[config.mk]
export PLATFORM = sky130hd
export DESIGN_NAME = mie_core
export DESIGN_NICKNAME = d
export VERILOG_FILES = /design/src/mie_pkg.sv /design/src/mie_core.sv
export VERILOG_INCLUDE_DIRS = /design/src
export SDC_FILE = /design/constraint.sdc
export NUM_CORES = 1
export LEC_CHECK = 0
export BUFFER_PORTS_ARGS = -buffer_cell sky130_fd_sc_hd__buf_2
export CAP_MARGIN = 20
export CORE_MARGIN = 1
export CORE_UTILIZATION = 50
export DETAILED_ROUTE_END_ITERATION = 8
export PLACE_DENSITY = 0.76
export SLEW_MARGIN = 0
export SYNTH_ARGS = -nofsm -noshare
export SYNTH_HDL_FRONTEND = slang
export SYNTH_SLANG_ARGS = --single-unit
[constraint.sdc]
create_clock -name i_core_clk -period 1.94 [get_ports i_core_clk]
set_clock_uncertainty 0.15 [all_clocks]
set_input_delay 0.582 -clock i_core_clk [delete_from_list [all_inputs] [get_ports i_core_clk]]
set_output_delay 0.582 -clock i_core_clk [all_outputs]
set_load 0.03 [all_outputs]
[src/mie_map.svh]
// register addresses, masks and reset values of the
// metering interrupt enable and status block
// assumes the includer sits in the core clock domain
`ifndef MIE_MAP_SVH
`define MIE_MAP_SVH

// enable registers in the sfr space
`define MIE_EN_LOW_ADDR 8'hD9
`define MIE_EN_MID_ADDR 8'hDA
`define MIE_EN_HIGH_ADDR 8'hDB

// status registers in the sfr space
`define MIE_ST_LOW_ADDR 8'hDC
`define MIE_ST_MID_ADDR 8'hDD
`define MIE_ST_HIGH_ADDR 8'hDE

// writable bits; the rest read as zero, save bit 7 of the first status register, which shows the summary bit, and bit 7 of the third, the end-of-reset flag
`define MIE_EN_LOW_MASK 8'h3F
`define MIE_EN_MID_MASK 8'hFF
`define MIE_EN_HIGH_MASK 8'h3F
`define MIE_ST_LOW_MASK 8'h3F
`define MIE_ST_HIGH_MASK 8'hBF

// reset values
`define MIE_EN_RST 8'h00
`define MIE_ST_RST 8'h00
`define MIE_ST_HIGH_RST 8'h80

// field positions
`define MIE_SUMMARY_BIT 7
`define MIE_CALIB_ONE_BIT 6
`define MIE_CALIB_TWO_BIT 7
`define MIE_WAVE_BIT 5

`endif

[src/mie_pkg.sv]
// types of the metering interrupt enable block
// assumes mie_map.svh is compiled alongside
package mie_pkg;

  // whole register state of the block
  typedef struct packed {
    logic [7:0] en_low;  // enable, first register
    logic [7:0] en_mid;  // enable, second register
    logic [7:0] en_high; // enable, third register
    logic [7:0] st_low;  // flags, first register
    logic [7:0] st_mid;  // flags, second register
    logic [7:0] st_high; // flags, third register
    logic irq;           // pending interrupt
    logic [7:0] rdata;   // sfr read data
  } mie_state_t;

endpackage
[src/mie_core.sv]
// metering interrupt enable and status logic
// assumes events arrive as one-cycle pulses from
// metering logic on the same clock, and sfr accesses
// from the processor core on that clock as well
//
// Notes on behaviour
// - fault channel flag raises enabled interrupt
// - reactive sign flag raises enabled interrupt
// - active sign flag raises enabled interrupt
// - apparent no-load flag raises enabled interrupt
// - reactive no-load flag raises enabled interrupt
// - active no-load flag raises enabled interrupt
// - second calibration pulse raises enabled interrupt
// - first calibration pulse raises enabled interrupt
// - energy overflow flags raise enabled interrupt
// - energy half-full flags raise enabled interrupt
// - waveform sample flag raises enabled interrupt
// - current and voltage peaks raise interrupt
// - line cycle end raises enabled interrupt
// - zero-cross timeout and detect raise interrupt
// - summary bit follows any enabled set flag
// - calibration flags set even when output off
// - waveform interrupt holds until flag cleared
// - enable bits mirror status bit positions
`include "mie_map.svh"
`timescale 1ns/1ps
`default_nettype none

module mie_core
  import mie_pkg::*;
(
  // clock and reset
  input wire logic i_core_clk,
  input wire logic i_rst,
  // sfr access from the processor core
  input wire logic [7:0] i_sfr_addr,
  input wire logic i_sfr_wr,
  input wire logic i_sfr_rd,
  input wire logic [7:0] i_sfr_wdata,
  output logic [7:0] o_sfr_rdata,
  // first group of metering events
  input wire logic i_fault_channel_change,
  input wire logic i_reactive_sign_change,
  input wire logic i_active_sign_change,
  input wire logic i_apparent_no_load,
  input wire logic i_reactive_no_load,
  input wire logic i_active_no_load,
  // second group of metering events
  input wire logic i_calib_pulse_two,
  input wire logic i_calib_pulse_one,
  input wire logic i_apparent_energy_overflow,
  input wire logic i_reactive_energy_overflow,
  input wire logic i_active_energy_overflow,
  input wire logic i_apparent_energy_half,
  input wire logic i_reactive_energy_half,
  input wire logic i_active_energy_half,
  // third group of metering events
  input wire logic i_waveform_sample_ready,
  input wire logic i_current_peak_exceeded,
  input wire logic i_voltage_peak_exceeded,
  input wire logic i_line_cycle_end,
  input wire logic i_zero_cross_timeout,
  input wire logic i_zero_cross_detect,
  // pending metering interrupt to the core
  output logic o_metering_irq
);

  // address match, used for every register
  function automatic logic sel(
    input logic [7:0] addr,
    input logic [7:0] off
  );
    sel = (addr == off);
  endfunction

  // registered state and its next value
  mie_state_t st_r;
  mie_state_t st_nxt;

  // event pulses gathered by register
  logic [7:0] ev_low;
  logic [7:0] ev_mid;
  logic [7:0] ev_high;

  // software clear masks per status register
  logic [7:0] clr_low;
  logic [7:0] clr_mid;
  logic [7:0] clr_high;

  // write strobes per register
  logic wr_en_low;
  logic wr_en_mid;
  logic wr_en_high;
  logic wr_st_low;
  logic wr_st_mid;
  logic wr_st_high;

  // events at the bit of their enable
  assign ev_low = {2'b00,
    i_fault_channel_change,
    i_reactive_sign_change,
    i_active_sign_change,
    i_apparent_no_load,
    i_reactive_no_load,
    i_active_no_load};
  assign ev_mid = {
    i_calib_pulse_two,
    i_calib_pulse_one,
    i_apparent_energy_overflow,
    i_reactive_energy_overflow,
    i_active_energy_overflow,
    i_apparent_energy_half,
    i_reactive_energy_half,
    i_active_energy_half};
  assign ev_high = {2'b00,
    i_waveform_sample_ready,
    i_current_peak_exceeded,
    i_voltage_peak_exceeded,
    i_line_cycle_end,
    i_zero_cross_timeout,
    i_zero_cross_detect};

  // address decode of the six registers
  assign wr_en_low = i_sfr_wr && sel(i_sfr_addr, `MIE_EN_LOW_ADDR);
  assign wr_en_mid = i_sfr_wr && sel(i_sfr_addr, `MIE_EN_MID_ADDR);
  assign wr_en_high = i_sfr_wr && sel(i_sfr_addr, `MIE_EN_HIGH_ADDR);
  assign wr_st_low = i_sfr_wr && sel(i_sfr_addr, `MIE_ST_LOW_ADDR);
  assign wr_st_mid = i_sfr_wr && sel(i_sfr_addr, `MIE_ST_MID_ADDR);
  assign wr_st_high = i_sfr_wr && sel(i_sfr_addr, `MIE_ST_HIGH_ADDR);

  // a zero written to a flag clears it
  assign clr_low = wr_st_low ? ~i_sfr_wdata : 8'h00;
  assign clr_mid = wr_st_mid ? ~i_sfr_wdata : 8'h00;
  assign clr_high = wr_st_high ? ~i_sfr_wdata : 8'h00;

  // next state: flags, enables, interrupt, read data
  always_comb begin
    st_nxt = st_r;
    // enables take written data, reserved bits stay zero
    if (wr_en_low) begin
      st_nxt.en_low = i_sfr_wdata & `MIE_EN_LOW_MASK;
    end
    if (wr_en_mid) begin
      st_nxt.en_mid = i_sfr_wdata & `MIE_EN_MID_MASK;
    end
    if (wr_en_high) begin
      st_nxt.en_high = i_sfr_wdata & `MIE_EN_HIGH_MASK;
    end
    // flags: an event wins over a clear in the same cycle
    st_nxt.st_low = ((st_r.st_low & ~clr_low) | ev_low)
      & `MIE_ST_LOW_MASK;
    // calibration pulses set flags whatever the mode
    st_nxt.st_mid = (st_r.st_mid & ~clr_mid) | ev_mid;
    // waveform flag stays until software clears it
    st_nxt.st_high = ((st_r.st_high & ~clr_high) | ev_high)
      & `MIE_ST_HIGH_MASK;
    // one shared pending line from all enabled flags
    st_nxt.irq = |(st_nxt.st_low & st_nxt.en_low)
      | |(st_nxt.st_mid & st_nxt.en_mid)
      | |(st_nxt.st_high & st_nxt.en_high);
    // read data holds the value before any write
    st_nxt.rdata = 8'h00;
    if (i_sfr_rd) begin
      case (i_sfr_addr)
        `MIE_EN_LOW_ADDR: begin
          st_nxt.rdata = st_r.en_low;
        end
        `MIE_EN_MID_ADDR: begin
          st_nxt.rdata = st_r.en_mid;
        end
        `MIE_EN_HIGH_ADDR: begin
          st_nxt.rdata = st_r.en_high;
        end
        `MIE_ST_LOW_ADDR: begin
          // summary bit shows the pending line
          st_nxt.rdata = st_r.st_low;
          st_nxt.rdata[`MIE_SUMMARY_BIT] = st_r.irq;
        end
        `MIE_ST_MID_ADDR: begin
          st_nxt.rdata = st_r.st_mid;
        end
        `MIE_ST_HIGH_ADDR: begin
          st_nxt.rdata = st_r.st_high;
        end
        default: begin
          // other sfr addresses belong elsewhere
          st_nxt.rdata = 8'h00;
        end
      endcase
    end
  end

  // state register; enables clear so nothing fires
  always_ff @(posedge i_core_clk or posedge i_rst) begin
    if (i_rst) begin
      st_r.en_low <= `MIE_EN_RST;
      st_r.en_mid <= `MIE_EN_RST;
      st_r.en_high <= `MIE_EN_RST;
      st_r.st_low <= `MIE_ST_RST;
      st_r.st_mid <= `MIE_ST_RST;
      // end-of-reset flag starts set
      st_r.st_high <= `MIE_ST_HIGH_RST;
      st_r.irq <= 1'b0;
      st_r.rdata <= 8'h00;
    end else begin
      st_r <= st_nxt;
    end
  end

  // outputs straight from flip-flops
  assign o_sfr_rdata = st_r.rdata;
  assign o_metering_irq = st_r.irq;
endmodule

`default_nettype wire

==> results.yml, run 1 <==
status:
  status: "complete, but fails checks"
  violations: "negative setup slack"
synthesis:
  synth_area_leaders: "dfrtp_1, mux2_2, nand2b_1"
  synth-edff-count: 0
  yosys.area.top_type: "dfrtp_1"
  synth_fp_nets: 261
  ys_warn_count: 0
  ys.flop_type: "dfrtp_1"
  netlist_instances: 221
  ys_seq_elements: 51
  avgSynthCellArea_um2: 11.8
  async_flop_share: 1.00
  synth_top_area_share: 0.479
  synth_area_um2: 2610
  seq_area_frac_synth: 0.489
  ys_types: 45
die:
  placementRows: 25
  pin_count: 49
  initial_core_util: 0.535
  dieArea_um2: 5520
  core-area_um2: 4880
  die-width_um: 74.3
  dieHeight_um: 74.3
worst_hold_path:
  hold_path.class: "in -> async"
sta:
  finalHoldViolations: 0
  rsz0062_at_grt: "true"
  finalMaxSlewViolations: 0
  finalCriticalPeriod_ns: 2.42
  slew_headroom: 0.748
  worst_pin_slew_ns: 0.378
  clock.fmax_mhz: 414
  final.setup.worst_slack_ns: -0.476
  period_share: 1.25
  setup_viol: 1
global_route:
  met3_usage: 0.0623
  overflow: 0
  grt_pass1_wl_um: 11400
  grt_use_total: 0.287
  grt.met1_usage: 0.375
  gr-max-usage-layer: "met2"
  grt_use_met2: 0.456
  grt_max_degree: 32
  grt_pass1_vias: 2268
  antenna_found_initial: 0
cells_and_area:
  num_antenna_cells: 0
  multi_input_area_um2: 1290
  drive_gt1_frac: 0.489
  nNetsFinal: 344
  seqCellArea_um2: 1280
  syn_to_final_growth_pct: 29.4
  fillCellCount: 369
  stdcell_count: 372
  fin_util: 0.693
detailed_routing:
  vias_per_cell: 5.75
  final_antenna_net_count: 0
  drcViolationCount: 0
  firstDrtPassIters: 4
  drt_iter0_drc: 147
  via_count: 2138
  wl_per_cell_um: 19.0
  drt_wl_total_um: 7080
job:
  maxCapViolCount: 0
clock_tree:
  clock_sinks: 51
  cts.path.max_buffers: 2
  cts-buffers-inserted: 5
  tritoncts: "done"
  clock-root-buffer: "clkbuf_8"
  clk_transition_reported_paths_ns: 0.09
  hold_buffers: 0
  htreeDepth: 2
  insertion_delay_ns: 0.31
  post_cts_buffers: 0
setup_path:
  cp-end-kind: "flop"
  ff2ff_path_depth: 4
  startpoint: "i_sfr_addr[2]"
  worst_r2r_endpoint: "o_metering_irq"
  crit_path_end: "o_metering_irq"
  setup.worst_path.start_class: "input pin"
  setup.worst_path.class: "in -> reg"
  rrSetupSlack_ns: 0.26
  critPathMaxFanout: 4
  r2r_start: "st_r[43]"
  cp.arrival_ns: 2.44
  required_ns: 1.97
placed_design:
  dp_slack_ns: -0.888
  gp_congestion: 0.962
  portBuffers: 48
  dp_hpwl_um: 5510
  dp.cells: 364
pwr:
  pwr_density_cell_nw_per_um2: 613
  ir_drop_mv: 0.510
  leakagePower_nw: 1.49
layout make-up:
| class | count | share of cell area |
|---|---|---|
| Multi-Input combinational cell | 147 | 0.382 |
| Tap cell | 67 | 0.0248 |
| Inverter | 3 | 0.00444 |
| Timing Repair Buffer | 96 | 0.185 |
| Sequential cell | 51 | 0.378 |
| Clock inverter | 3 | 0.00555 |
| Clock buffer | 5 | 0.0204 |
worst min-delay path by stage:
stage | from | end | slack [ns] | cells after the start
6_report | i_rst | st_r[33] | 0.17 | 3
5_1_grt | i_rst | st_r[33] | 0.20 | 3
4_1_cts | i_rst | st_r[33] | 0.18 | 3
3_5_place_dp | st_r[16] | st_r[16] | 0.33 | 1
3_3_place_gp | st_r[16] | st_r[16] | 0.32 | 1
2_1_floorplan | st_r[16] | st_r[16] | 0.31 | 1
critical path, cell delays in order:
cell,delay [ns]
buf_6,0.09
or3b_4,0.44
nor3_4,0.16
buf_6,0.14
mux2_4,0.30
a222oi_1,0.36
and3_1,0.26
nand4b_4,0.10
power by group:
group          internal (W)  switching (W)
Clock              0.000254       0.000358
Combinational      0.000170       0.000180
Sequential          0.00109      0.0000195
Yosys cell counts, drive strengths merged (2+ instances only):
cell / number
inv: 3
nand4bb: 2
nand2b: 26
o41ai: 2
nand3b: 2
nand4b: 2
dfrtp: 50
clkbuf: 4
mux2: 25
o21ai: 2
a221o: 2
nor4: 4
a22oi: 11
mux2i: 4
a21boi: 3
nor2b: 3
a221oi: 5
nor3: 2
nand2: 6
buf: 16
a211oi: 2
o31ai: 17
a21oi: 4
nor2: 10
cells by family (layout without fill, tap and decap cells):
group,count (synthesis),count (layout),share of synthesized area
AO/OA/AOI/OAI,53,53,0.160
buffers and inverters,23,107,0.0522
flip-flops,51,51,0.489
multiplexers,29,29,0.123
AND/OR/NAND/NOR,65,65,0.175
flip-flops by register name, summed over array words and instances, names as in the netlist:
signal,count
st_r,42
o_metering_irq,1
o_sfr_rdata,8
cell usage in the layout, fill, tap and decap left out, drive strengths merged, types with 2 or more instances in the layout:
master	netlist	final
mux2i	4	4
a211oi	2	2
buf	16	96
o31ai	17	17
nand2b	26	26
a221o	2	2
mux2	25	25
clkinv	0	2
nand2	6	6
a22oi	11	11
nand3b	2	2
dfrtp	50	50
o21ai	2	2
nor2	10	10
a21oi	4	4
a221oi	5	5
o41ai	2	2
a21boi	3	3
nand4b	2	2
inv	3	3
nor4	4	4
nand4bb	2	2
nor2b	3	3
clkbuf	4	5
nor3	2	2
metal layers:
layer / routed length [um] / share of wire
met1: 3120 / 0.44
met2: 3290 / 0.46
met3: 412 / 0.058
met4: 259 / 0.037
met5: 0 / 0
what timing repair did:
item,4_1_cts,5_1_grt
pin swaps,5,2
endpoints found under the setup margin,1,5
resized for setup,4,11
metrics by stage:
step	power (W)	hold slack (ns)	TNS [ns]	instance area, um^2
2_1_floorplan	0.00132	0.312	-3.39	2660
3_3_place_gp	0.00146	0.321	-7.24	3220
3_5_place_dp	0.00147	0.329	-8.12	3220
4_1_cts	0.00208	0.178	-0.484	3330
5_1_grt	0.00214	0.202	-0.558	3380
6_report	0.00207	0.173	-0.476	3380
Power figures use the tool's default switching activity.
==> run 2: changes to the inputs <==
--- a/config.mk
+++ b/config.mk
@@ -6,6 +6,7 @@
 export SDC_FILE = /design/constraint.sdc
 export NUM_CORES = 1
 export LEC_CHECK = 0
+export ABC_AREA = 1
 export BUFFER_PORTS_ARGS = -buffer_cell sky130_fd_sc_hd__buf_2
 export CAP_MARGIN = 20
 export CORE_MARGIN = 1
==> run 2 against run 1 <==
Against the previous run: the run still ends with negative setup slack left; critical path type unchanged; highest routed layer unchanged; critical path depth is 1 higher; first-iteration DRC count is 77% higher; sequential share of layout area is 1.5 points lower; power is 2.2% higher; final area is 4.1% higher; area after synthesis is 4.0% higher; largest power group unchanged; wire length is 5.0% higher.
==> results.yml, run 2 <==
pwr:
  pwr_density_cell_nw_per_um2: 602
  power_frac_comb: 0.120
  leakagePower_nw: 1.89
  sw_frac_of_total: 0.254
  p_int_w: 0.00158
  clockPowerShare: 0.363
  p_seq_frac: 0.517
  power_switching_w: 0.000539
  ir_drop_mv: 0.387
cells_and_area:
  syn_to_final_growth_pct: 29.5
  largest-register: "st_r"
  nNetsFinal: 478
  num_antenna_cells: 0
  layout_common_cells: "nand2_1, inv_1, dfrtp_1, buf_2, buf_4"
  drive_gt1_frac: 0.319
  largest_register_ffs: 42
  final_common_cell: "nand2_1"
  fin_util: 0.680
setup_path:
  setup.worst_path.class: "in -> reg"
  required_ns: 1.99
  cp_cell_sequence: "buf_2 -> inv_1 -> nand2_2 -> nor2_8 -> buf_6 -> nand3b_1 -> o21ai_1 -> a21oi_1 -> a41oi_1"
  slowest_stage: "o21ai_1"
  cp-end-kind: "flop"
  critPathMaxStageDelay_ns: 0.27
  setup.worst_path.start_class: "input pin"
  cp.arrival_ns: 2.02
  critPathMaxFanout: 7
clock_tree:
  insertion_delay_ns: 0.32
  cts.path.max_buffers: 2
  htreeDepth: 2
  clock-root-buffer: "clkbuf_8"
  cts-buffers-inserted: 5
  clock_sinks: 51
  tritoncts: "done"
  clk_transition_reported_paths_ns: 0.10
synthesis:
  synth_area_um2: 2720
  ys_seq_elements: 51
  synth-edff-count: 0
  ys_warn_count: 0
  ys_types: 31
  synth_area_leaders: "dfrtp_1, nand2_1, inv_1"
  synth.most_common_cell: "nand2_1"
  ys_top_cells_by_count: "nand2_1, inv_1, dfrtp_1"
  synth_top_area_share: 0.460
  netlist_instances: 353
  seq_area_frac_synth: 0.470
  synth_fp_nets: 393
  avgSynthCellArea_um2: 7.70
  ys.flop_type: "dfrtp_1"
  async_flop_share: 1.00
  yosys.area.top_type: "dfrtp_1"
global_route:
  grt_pass1_vias: 2272
  grt_max_degree: 34
  grt_use_total: 0.259
  grt_pass1_wl_um: 10800
  overflow: 0
  antenna_found_initial: 0
placed_design:
  portBuffers: 48
  dp_hpwl_um: 5330
  gp_congestion: 0.963
sta:
  finalCriticalPeriod_ns: 1.97
  setup_viol: 2
  worst_pin_slew_ns: 0.427
  final.setup.worst_slack_ns: -0.0290
  finalHoldViolations: 0
  clock.fmax_mhz: 508
  rsz0062_at_grt: "true"
  finalMaxSlewViolations: 0
  fin_hold_ws_ns: 0.113
  slew_headroom: 0.715
  period_share: 1.01
detailed_routing:
  final_antenna_net_count: 0
  via_count: 2674
  drt_iter0_drc: 260
  firstDrtPassIters: 5
  vias_per_cell: 5.25
  drt_wl_total_um: 7440
  drcViolationCount: 0
  wl_per_cell_um: 14.6
die:
  die-width_um: 75.7
  core-area_um2: 5170
  dieArea_um2: 5730
  initial_core_util: 0.525
  placementRows: 26
  pin_count: 49
  dieHeight_um: 75.7
worst_hold_path:
  hold_path.class: "in -> async"
status:
  status: "complete, but fails checks"
  violations: "negative setup slack"
job:
  maxCapViolCount: 0
-- run 2: cell count changes after synthesis, sizes merged, moves of 16 or more --
| cell | before | now |
|---|---|---|
| inv | 3 | 62 |
| mux2 | 25 | 0 |
| nand2 | 6 | 120 |
| nand2b | 26 | 0 |
| nand4 | 1 | 17 |
| o21ai | 2 | 26 |
| o31ai | 17 | 0 |
-- run 2: area by class of cell --
type                            count  area, um^2
Clock buffer                        5        68.8
Clock inverter                      3        47.5
Fill cell                         434        1650
Inverter                           63         244
Multi-Input combinational cell    222        1150
Sequential cell                    51        1280
Tap cell                           70        87.6
Timing Repair Buffer               95         648
-- run 2: power by group through the flow --
stage	Clock [W]	Combinational [W]	Sequential, W
after floorplan	0	0.000121	0.00111
after global placement	0	0.000226	0.00112
after detailed placement	0	0.000230	0.00112
after CTS	0.000768	0.000232	0.00109
after global routing	0.000814	0.000279	0.00110
final	0.000769	0.000254	0.00110
-- run 2: kinds of logic after synthesis --
family	after synthesis	share of synthesized area
simple gates	174	0.294
compound gates	48	0.103
flops	51	0.470
buf+inv	80	0.133
-- run 2: path summary, 6_finish.rpt --
check	cells past startpoint	to	slack (ns)	start
min reg2reg	2	st_r[40]	0.37	st_r[40]
max	9	o_sfr_rdata[0]	-0.03	i_sfr_addr[5]
min	2	o_sfr_rdata[1]	0.11	i_rst
max in group asynchronous	3	st_r[33]	1.02	i_rst
max reg2reg	10	o_metering_irq	0.57	st_r[43]
min in group i_core_clk	3	st_r[17]	0.31	i_active_energy_half
-- run 2: worst max-delay path, delay by kind of cell --
family | cells | cell delay (ns)
buf+inv | 3 | 0.30
simple gates | 3 | 0.54
compound gates | 3 | 0.59
-- run 2: what timing repair did --
action	4_1_cts	5_1_grt
setup endpoints to repair	1	5
resized for setup	5	24
gates cloned	0	1
hold buffers	0	0
endpoints found under the hold margin	0	0
buffers inserted	0	10
pin swaps	0	14
-- run 2: routing by layer --
| metal | GRT usage | vias to the layer above | share of wire |
|---|---|---|---|
| met4 | 0.0514 | 0 | 0.012 |
| li1 | - | 1278 | - |
| met3 | 0.0503 | 12 | 0.079 |
| met5 | 0 | - | 0 |
| met2 | 0.426 | 114 | 0.48 |
| met1 | 0.359 | 1270 | 0.43 |
-- run 2: metrics by stage --
stage | instances | power (W) | TNS, ns | area [um^2] | setup slack, ns
after floorplan | 353 | 0.00123 | 0 | 2720 | 0.0499
after global placement | 490 | 0.00134 | -2.38 | 3210 | -0.405
after detailed placement | 490 | 0.00135 | -2.57 | 3210 | -0.419
after CTS | 498 | 0.00210 | 0 | 3340 | 0.0131
after global routing | 509 | 0.00219 | -0.222 | 3520 | -0.110
final | 509 | 0.00212 | -0.0437 | 3520 | -0.0290
